**config.mk**
```make
export PLATFORM = sky130hd
export DESIGN_NAME = amr_mode_serial
export DESIGN_NICKNAME = d
export VERILOG_FILES = /design/src/rtl/amr_pkg.sv /design/src/rtl/amr_pin_sync.sv /design/src/rtl/amr_mode_serial.sv
export SDC_FILE = /design/constraint.sdc
export NUM_CORES = 1
export LEC_CHECK = 0
export BUFFER_PORTS_ARGS = -buffer_cell sky130_fd_sc_hd__buf_2
export CAP_MARGIN = 10
export CORE_MARGIN = 3
export CORE_UTILIZATION = 50
export DETAILED_ROUTE_END_ITERATION = 8
export GPL_ROUTABILITY_DRIVEN = 0
export PLACE_DENSITY_LB_ADDON = 0.25
export SLEW_MARGIN = 30
export SYNTH_ARGS = -nofsm -noshare
export SYNTH_HDL_FRONTEND = slang
export SYNTH_SLANG_ARGS = --single-unit
```
**constraint.sdc**
```tcl
create_clock -name mclk -period 2.33 [get_ports mclk]
set_clock_uncertainty 0.1 [all_clocks]
set_input_delay 0.233 -clock mclk [delete_from_list [all_inputs] [get_ports mclk]]
set_output_delay 0.233 -clock mclk [all_outputs]
set_load 0.01 [all_outputs]
```
**src/rtl/amr_pkg.sv**
```systemverilog
// constants shared by the mode register serial block
package amr_pkg;
   // register-select codes carried in the command byte
   localparam logic [2:0] RS_COMM_STATUS = 3'h0;
   localparam logic [2:0] RS_MODE        = 3'h1;
   localparam logic [2:0] RS_DATA        = 3'h3;
   localparam logic [2:0] RS_ID          = 3'h4;
   localparam logic [2:0] RS_GPIO_CTRL   = 3'h5;
   // command byte field positions
   localparam int CMD_WEN_BIT  = 7;
   localparam int CMD_READ_BIT = 6;
   localparam int CMD_RS_HI    = 5;
   localparam int CMD_RS_LO    = 3;
   // mode register reset value and field positions
   localparam logic [23:0] MODE_RESET     = 24'h080060;
   localparam int          OP_MODE_HI     = 23;
   localparam int          OP_MODE_LO     = 21;
   localparam int          STATUS_APPEND  = 20;
   localparam int          CLK_SRC_HI     = 19;
   localparam int          CLK_SRC_LO     = 18;
   localparam int          AVG_HI         = 17;
   localparam int          AVG_LO         = 16;
   localparam int          THIRD_ORDER    = 15;
   localparam int          FIXED_ZERO     = 14;
   localparam int          PARITY_EN      = 13;
   localparam int          CLK_DIV        = 12;
   localparam int          SINGLE_CYCLE   = 11;
   localparam int          NOTCH_SIXTY    = 10;
   localparam int          RATE_MSB       = 9;
   localparam int          RATE_LSB       = 0;
   // clock source encodings
   localparam logic [1:0] CLK_SRC_XTAL    = 2'h0;
   localparam logic [1:0] CLK_SRC_EXT     = 2'h1;
   localparam logic [1:0] CLK_SRC_INT     = 2'h2;
   localparam logic [1:0] CLK_SRC_INT_OUT = 2'h3;
   // transfer lengths in bits
   localparam logic [5:0] CMD_BITS    = 6'h08;
   localparam logic [5:0] SHORT_BITS  = 6'h08;
   localparam logic [5:0] WORD_BITS   = 6'h18;
   localparam logic [5:0] DATA_STA    = 6'h20;
   // reset values of the sampled pins (idle high lines)
   localparam logic [2:0] PIN_IDLE = 3'h7;
endpackage : amr_pkg

```
**src/rtl/amr_pin_sync.sv**
```systemverilog
// three-stage pin synchroniser with agreement filter
`timescale 1ns/1ps
module amr_pin_sync #(
   parameter int               WIDTH = 3,
   parameter logic [WIDTH-1:0] INIT  = '0
) (
   input  wire logic             mclk,
   input  wire logic             reset,
   input  wire logic [WIDTH-1:0] pin,
   output logic      [WIDTH-1:0] level
);
   logic [WIDTH-1:0] s1_reg, s2_reg, s3_reg, lvl_reg;
   logic [WIDTH-1:0] lvl_next;

   // ========================================
   // filter: a change counts once stage two and three agree
   // s1 is read only by s2, so metastability stays contained
   genvar i;
   generate
      for (i = 0; i < WIDTH; i++) begin : g_bit
         always_comb begin
            lvl_next[i] = (s2_reg[i] == s3_reg[i]) ? s3_reg[i] : lvl_reg[i];
         end
      end
   endgenerate

   always_ff @(posedge mclk) begin
      if (reset) begin
         s1_reg  <= INIT;
         s2_reg  <= INIT;
         s3_reg  <= INIT;
         lvl_reg <= INIT;
      end else begin
         s1_reg  <= pin;
         s2_reg  <= s1_reg;
         s3_reg  <= s2_reg;
         lvl_reg <= lvl_next;
      end
   end

   assign level = lvl_reg;
endmodule : amr_pin_sync

```
**src/rtl/amr_mode_serial.sv**
```systemverilog
// serial port, command decode and mode register of the converter
`timescale 1ns/1ps
// Functional notes
// - mode register sits at select code 001 and resets to 0x080060.
// - mode register is 24 bits, readable and writable serially.
// - transfers carry bit 23 first down to bit 0 last.
// - mode write restarts modulator and filter and sets not-ready.
// - bits 23..21 are the operating mode select, reset 000.
// - with status append set, data reads carry the status byte after.
// - bits 19..18 choose clock source; reset picks internal, pin tristated.
// - remaining fields at fixed positions; bit 14 always zero.
// - clock source 00 crystal, 01 external, 10 internal, 11 internal driven out.
// - not-ready clears on new result, sets after that result is read.
module amr_mode_serial (
   input  wire logic        mclk,
   input  wire logic        reset,
   input  wire logic        sclk,
   input  wire logic        din,
   input  wire logic        cs_n,
   input  wire logic        conv_valid,
   input  wire logic [23:0] conv_data,
   input  wire logic        conv_err,
   input  wire logic        noref,
   input  wire logic [3:0]  chan_id,
   output logic             dout,
   output logic [23:0]      mode_word,
   output logic             not_ready,
   output logic             filter_restart,
   output logic             clock_pin_b_oe,
   output logic             clk_internal_sel,
   output logic             clk_xtal_sel
);
   typedef enum logic [1:0] {
      AMR_CMD   = 2'b00,
      AMR_WRITE = 2'b01,
      AMR_READ  = 2'b10
   } amr_state_t;

   // ========================================
   // pin synchronisers
   logic [2:0] pins_lvl;
   amr_pin_sync #(.WIDTH(3), .INIT(amr_pkg::PIN_IDLE)) u_sync (
      .mclk  (mclk),
      .reset (reset),
      .pin   ({sclk, din, cs_n}),
      .level (pins_lvl)
   );
   logic sclk_lvl, din_lvl, cs_n_lvl;
   assign sclk_lvl = pins_lvl[2];
   assign din_lvl  = pins_lvl[1];
   assign cs_n_lvl = pins_lvl[0];

   // ========================================
   // state
   amr_state_t  state_reg, state_next;
   logic        sclk_prev_reg, sclk_prev_next;
   logic [5:0]  cnt_reg, cnt_next;
   logic [5:0]  len_reg, len_next;
   logic [2:0]  rs_reg, rs_next;
   logic [31:0] sh_reg, sh_next;
   logic [23:0] mode_reg, mode_next;
   logic [23:0] data_reg, data_next;
   logic        dout_reg, dout_next;
   logic        rdy_n_reg, rdy_n_next;
   logic        restart_reg, restart_next;
   logic        pin_oe_reg, pin_oe_next;
   logic        int_sel_reg, int_sel_next;
   logic        xtal_sel_reg, xtal_sel_next;
   logic        commit;

   logic       rise, fall;
   logic [7:0] cmd_byte, status_byte;
   logic [5:0] cnt_inc;
   assign rise     = sclk_lvl & ~sclk_prev_reg;
   assign fall     = ~sclk_lvl & sclk_prev_reg;
   assign cnt_inc  = cnt_reg + 6'h01;
   assign cmd_byte = {sh_reg[6:0], din_lvl};
   // parity only reported when enabled in the mode word
   assign status_byte = {rdy_n_reg, conv_err, noref,
                         mode_reg[amr_pkg::PARITY_EN] & (^data_reg), chan_id};

   // ========================================
   // next-state: serial engine, mode register, ready flag
   always_comb begin
      state_next     = state_reg;
      sclk_prev_next = sclk_lvl;
      cnt_next       = cnt_reg;
      len_next       = len_reg;
      rs_next        = rs_reg;
      sh_next        = sh_reg;
      mode_next      = mode_reg;
      data_next      = data_reg;
      dout_next      = dout_reg;
      rdy_n_next     = rdy_n_reg;
      restart_next   = 1'b0;
      commit         = 1'b0;
      if (conv_valid) begin
         data_next  = conv_data;
         rdy_n_next = 1'b0;
      end
      if (cs_n_lvl) begin
         // deselect abandons any partial transfer, leaving mode intact
         state_next = AMR_CMD;
         cnt_next   = '0;
      end else begin
         unique case (state_reg)
            AMR_CMD: begin
               if (rise) begin
                  sh_next  = {sh_reg[30:0], din_lvl};
                  cnt_next = cnt_inc;
                  if (cnt_inc == amr_pkg::CMD_BITS) begin
                     cnt_next = '0;
                     rs_next  = cmd_byte[amr_pkg::CMD_RS_HI:amr_pkg::CMD_RS_LO];
                     if (cmd_byte[amr_pkg::CMD_WEN_BIT]) begin
                        state_next = AMR_CMD;  // not a command, keep waiting
                     end else if (cmd_byte[amr_pkg::CMD_READ_BIT]) begin
                        state_next = AMR_READ;
                        unique case (rs_next)
                           amr_pkg::RS_COMM_STATUS: begin
                              len_next = amr_pkg::SHORT_BITS;
                              sh_next  = {status_byte, 24'h000000};
                           end
                           amr_pkg::RS_MODE: begin
                              len_next = amr_pkg::WORD_BITS;
                              sh_next  = {mode_reg, 8'h00};
                           end
                           amr_pkg::RS_DATA: begin
                              // status byte trails the word when appended
                              len_next = mode_reg[amr_pkg::STATUS_APPEND] ?
                                         amr_pkg::DATA_STA : amr_pkg::WORD_BITS;
                              sh_next  = {data_reg, status_byte};
                           end
                           amr_pkg::RS_ID, amr_pkg::RS_GPIO_CTRL: begin
                              len_next = amr_pkg::SHORT_BITS;
                              sh_next  = 32'h00000000;
                           end
                           default: begin
                              len_next = amr_pkg::WORD_BITS;
                              sh_next  = 32'h00000000;
                           end
                        endcase
                     end else if (rs_next != amr_pkg::RS_COMM_STATUS) begin
                        state_next = AMR_WRITE;
                        len_next   = (rs_next == amr_pkg::RS_ID ||
                                      rs_next == amr_pkg::RS_GPIO_CTRL) ?
                                     amr_pkg::SHORT_BITS : amr_pkg::WORD_BITS;
                     end
                  end
               end
            end
            AMR_WRITE: begin
               if (rise) begin
                  sh_next  = {sh_reg[30:0], din_lvl};
                  cnt_next = cnt_inc;
                  if (cnt_inc == len_reg) begin
                     state_next = AMR_CMD;
                     cnt_next   = '0;
                     if (rs_reg == amr_pkg::RS_MODE) begin
                        commit    = 1'b1;
                        mode_next = {sh_reg[22:0], din_lvl};
                        mode_next[amr_pkg::FIXED_ZERO] = 1'b0;
                        restart_next = 1'b1;
                        rdy_n_next   = 1'b1;
                     end
                  end
               end
            end
            AMR_READ: begin
               // drive on falling edge so host samples stable on rising
               if (fall) begin
                  dout_next = sh_reg[31];
                  sh_next   = {sh_reg[30:0], 1'b0};
               end
               if (rise) begin
                  cnt_next = cnt_inc;
                  if (cnt_inc == len_reg) begin
                     state_next = AMR_CMD;
                     cnt_next   = '0;
                     // fresh result arriving now wins, so it is not hidden
                     if (rs_reg == amr_pkg::RS_DATA && !conv_valid) begin
                        rdy_n_next = 1'b1;
                     end
                  end
               end
            end
         endcase
      end
   end

   // ========================================
   // clock source decode, registered from the next mode word
   always_comb begin
      logic [1:0] src;
      src           = mode_next[amr_pkg::CLK_SRC_HI:amr_pkg::CLK_SRC_LO];
      pin_oe_next   = (src == amr_pkg::CLK_SRC_INT_OUT);
      int_sel_next  = (src == amr_pkg::CLK_SRC_INT) ||
                      (src == amr_pkg::CLK_SRC_INT_OUT);
      xtal_sel_next = (src == amr_pkg::CLK_SRC_XTAL);
   end

   // ========================================
   // registers
   always_ff @(posedge mclk) begin
      if (reset) begin
         state_reg     <= AMR_CMD;
         sclk_prev_reg <= 1'b1;
         cnt_reg       <= '0;
         len_reg       <= amr_pkg::CMD_BITS;
         rs_reg        <= amr_pkg::RS_COMM_STATUS;
         sh_reg        <= '0;
         mode_reg      <= amr_pkg::MODE_RESET;
         data_reg      <= '0;
         dout_reg      <= 1'b1;
         rdy_n_reg     <= 1'b1;
         restart_reg   <= 1'b0;
         pin_oe_reg    <= 1'b0;
         int_sel_reg   <= 1'b1;
         xtal_sel_reg  <= 1'b0;
      end else begin
         state_reg     <= state_next;
         sclk_prev_reg <= sclk_prev_next;
         cnt_reg       <= cnt_next;
         len_reg       <= len_next;
         rs_reg        <= rs_next;
         sh_reg        <= sh_next;
         mode_reg      <= mode_next;
         data_reg      <= data_next;
         dout_reg      <= dout_next;
         rdy_n_reg     <= rdy_n_next;
         restart_reg   <= restart_next;
         pin_oe_reg    <= pin_oe_next;
         int_sel_reg   <= int_sel_next;
         xtal_sel_reg  <= xtal_sel_next;
      end
   end

   assign dout             = dout_reg;
   assign mode_word        = mode_reg;
   assign not_ready        = rdy_n_reg;
   assign filter_restart   = restart_reg;
   assign clock_pin_b_oe   = pin_oe_reg;
   assign clk_internal_sel = int_sel_reg;
   assign clk_xtal_sel     = xtal_sel_reg;

   // ========================================
   // assertions
   property p_reset_value;
      @(posedge mclk) reset |=> (mode_reg == 24'h080060) && !pin_oe_reg && int_sel_reg;
   endproperty
   a_reset_value: assert property (p_reset_value) else $error("mode reset value wrong");

   property p_commit_word;
      @(posedge mclk) disable iff (reset)
         commit |=> (mode_reg == ($past(mode_next) & 24'hFFBFFF)) && restart_reg && rdy_n_reg;
   endproperty
   a_commit_word: assert property (p_commit_word) else $error("mode write not applied");

   property p_only_on_commit;
      @(posedge mclk) disable iff (reset) !commit |=> $stable(mode_reg);
   endproperty
   a_only_on_commit: assert property (p_only_on_commit) else $error("mode changed early");

   property p_restart_pulse;
      @(posedge mclk) disable iff (reset) restart_reg |=> !restart_reg;
   endproperty
   a_restart_pulse: assert property (p_restart_pulse) else $error("restart not a pulse");

   property p_clk_decode;
      @(posedge mclk) disable iff (reset)
         ##1 (pin_oe_reg == (mode_reg[19:18] == 2'b11)) &&
             (xtal_sel_reg == (mode_reg[19:18] == 2'b00));
   endproperty
   a_clk_decode: assert property (p_clk_decode) else $error("clock source decode wrong");

   property p_data_len;
      @(posedge mclk) disable iff (reset)
         (state_reg == AMR_CMD && state_next == AMR_READ && rs_next == 3'h3) |=>
            (len_reg == (mode_reg[20] ? 6'h20 : 6'h18));
   endproperty
   a_data_len: assert property (p_data_len) else $error("data read length wrong");

   property p_ready_clear;
      @(posedge mclk) disable iff (reset) (conv_valid && !commit) |=> !rdy_n_reg;
   endproperty
   a_ready_clear: assert property (p_ready_clear) else $error("ready not cleared");

   property p_msb_out;
      @(posedge mclk) disable iff (reset)
         (state_reg == AMR_READ && fall && !cs_n_lvl) |=> dout_reg == $past(sh_reg[31]);
   endproperty
   a_msb_out: assert property (p_msb_out) else $error("serial out order wrong");

   property p_zero_bit;
      @(posedge mclk) disable iff (reset) !mode_reg[14];
   endproperty
   a_zero_bit: assert property (p_zero_bit) else $error("fixed bit not zero");
endmodule : amr_mode_serial

```
==> summary.txt <==
Run status
  – Outcome: completed

Pwr
  – Clock Power Share: 0.324
  – P_leak: 2.63 nW
  – Cell Int Power: 2.52 mW
  – Reg power frac: 0.585
  – Share of power burned in combinational logic: 0.091
  – Net switching power figure: 0.855 mW
  – PwrDens: 533 nW/um^2
  – Peak supply drop: 286 uV
  – Sw Share: 0.253

Routing
  – Total vias in the final route: 4,468
  – Routed len/inst: 16.7 um
  – DRT Wirelength: 13,200 um
  – DR pass1 iterations: 5
  – ANT nets after route: 0
  – DR iter-0 viols: 311
  – Via-per-instance ratio: 5.63
  – DRC viols: 0

Final layout
  – Register area: 2250 sq um
  – Final cell count without fillers: 793
  – Layout Utilization: 0.633
  – Commonest cells after routing, fill and taps aside: dfxtp_1 (108), nor2_1 (91), mux2i_1 (66), buf_2 (64), dlygate4sd3_1 (30)
  – Design area: 6330 sq um
  – Max reg flops: 32
  – # nets final: 696
  – Fillers: 847
  – Share of cells above drive strength 1: 0.224
  – Multi-input combinational cell area: 2830 sq um
  – Commonest non-fill, non-tap cell in the layout: dfxtp_1
  – P&R area growth vs syn: 20.1%
  – Diode count: 0

Worst setup path
  – Worst setup path class: flop to flop
  – Worst R2R End: clk_xtal_sel
  – R2r setup slk: 100 ps
  – CP startpoint kind: flop
  – Critical-path maximum fanout: 14
  – CP arrival: 2420 ps
  – Critical Path RT: 2520 ps
  – R2r worst-path depth: 8
  – Reg2reg start: cnt_reg[1]
  – Crit end category: flop

Yosys
  – Top FF cell, synth: dfxtp_1
  – Post-synth ARST share: 0
  – Yosys warnings: 0
  – Yosys reg bits: 112
  – Synth Net Count: 600
  – Avg Cell Area, Syn: 9.43 sq um
  – Seq/Total Area, Yosys: 0.426
  – Post-synth EDFFs: 0
  – Unique masters post-synth: 59
  – Post-Syn Instances: 559
  – Post-Syn Area: 5270 sq um

Clock network
  – Htree depth: 3
  – Worst-path clk slew: 110 ps
  – Clk Tree Root Cell: clkbuf_8
  – Max Root-Sink Buffers: 2
  – CTS tree: built
  – Num Clock Sinks: 112
  – Latest clock arrival within the worst-skew pair: 380 ps
  – Total CTS buffers: 9

GRT
  – Number of global-route vias before repair: 4,329
  – Total track usage: 0.232
  – Initial antenna violation count: 0
  – First-pass GRT wire length: 21,600 um
  – GRT overflow: 0
  – Largest net degree at the start of global routing: 39

Die
  – Starting Density: 0.527
  – Die area: 11,800 sq um
  – Total core area: 10000 sq um
  – Die extent in x: 109 um
  – Num ports: 66
  – FP Rows: 36
  – Die Y: 109 um

Worst hold path
  – HP Class: input pin to flop
  – HP Start: conv_data[5]
  – Hold path depth: 3
  – Worst Hold End: data_reg[5]

STA
  – Slew @ Worst Pin: 797 ps
  – Final setup viols: 0
  – Max Clk Rate: 0.449 GHz
  – Period utilisation layout: 0.956
  – Fin. max-slew vios: 0
  – Rel. slew slack: 0.469
  – Setup TNS: 0 ps
  – RSZ-0062 raised after global routing: yes
  – Hold Slack: 23.1 ps
  – Final period demand of the worst path: 2230 ps
  – Hold Vio Cnt, Final: 0

Run
  – MaxCap Viol Count: 0

Placement
  – Area after DPL: 5780 sq um
  – PortBufs: 64
  – Number of instances in the placed design: 743
  – Post-DP HPWL: 9410 um
cells in the mapped netlist (5+ instances only):
master,number,area share
and2_1,10,0.012
or3_1,12,0.014
clkbuf_1,24,0.017
mux2i_1,66,0.13
a211o_1,6,0.010
nand4_1,8,0.0095
nand3_1,20,0.019
mux2_2,7,0.015
xnor2_1,21,0.035
dfxtp_1,112,0.43
xor2_1,5,0.0083
a21oi_1,21,0.020
nor3_1,6,0.0057
nor2_1,93,0.066
or2_2,12,0.014
nand2_1,21,0.015
ha_1,5,0.012
buf_2,6,0.0057
o21ai_0,5,0.0047
inv_1,8,0.0057
a31oi_1,5,0.0059
a311oi_1,6,0.010
a221o_1,19,0.036
cells by family (layout without fill, tap and decap cells):
family,after synthesis,count (layout),share of synthesized area
mux,75,75,0.145
buf+inv,46,147,0.0413
other cells,1,1,0.000712
xor+xnor,29,29,0.0560
simple gates,204,204,0.190
fa+ha+maj,5,5,0.0119
flops,112,112,0.426
compound gates,87,87,0.129
critical path, stage by stage (launching register included):
cell,delay (ps)
dfxtp_2,360
ha_1,200
buf_4,160
nor3_1,200
o211a_2,230
nand4_1,170
buf_6,220
or3_1,320
a21oi_1,180
power groups by stage:
stage,combinational (mW),sequential (mW),clock (mW)
floorplan,0.193,2.01,0
detailed placement,0.266,2.02,0
global route,0.332,1.98,1.19
CTS,0.305,1.97,1.12
finish,0.306,1.97,1.09
global placement,0.260,2.02,0
timing repair:
item                                    4_1_cts  5_1_grt
hold buffers                                 30        0
gates resized for setup                       0       14
endpoints found under the setup margin        7       46
setup buffers                                 1        3
hold endpoints to repair                     30        0
pin swaps                                     1        2
how the worst max path moves through the flow:
stage	endpoint	cells after the start	slack [ps]	startpoint
6_report	clk_xtal_sel	8	100	cnt_reg[1]
5_1_grt	sh_reg[30]	8	-50	state_reg[0]
4_1_cts	mode_word[10]	7	3	cnt_reg[3]
3_5_place_dp	sh_reg[27]	7	-120	state_reg[0]
3_3_place_gp	sh_reg[25]	7	9	state_reg[0]
2_1_floorplan	sh_reg[22]	9	30	state_reg[0]
cell type report:
cell class | count | area share
sequential | 112 | 0.355
tap | 133 | 0.0263
clock buffer | 9 | 0.0196
clock inverter | 7 | 0.00850
timing repair buffer | 122 | 0.138
multi-input combinational | 401 | 0.448
inverter | 9 | 0.00534
per-layer routing:
| layer | GRT usage | part of all wire |
|---|---|---|
| met1 | 0.312 | 0.44 |
| met2 | 0.385 | 0.48 |
| met3 | 0.0355 | 0.062 |
| met4 | 0.0721 | 0.011 |
| met5 | 0 | 0 |
metrics by stage:
stage          power (mW)  setup slack (ps)
6_report             3.37               103
5_1_grt              3.50             -45.5
4_1_cts              3.40              2.78
3_5_place_dp         2.28              -116
3_3_place_gp         2.28              8.73
2_1_floorplan        2.20              26.0
Note: power is estimated with default switching activity, not from simulation.
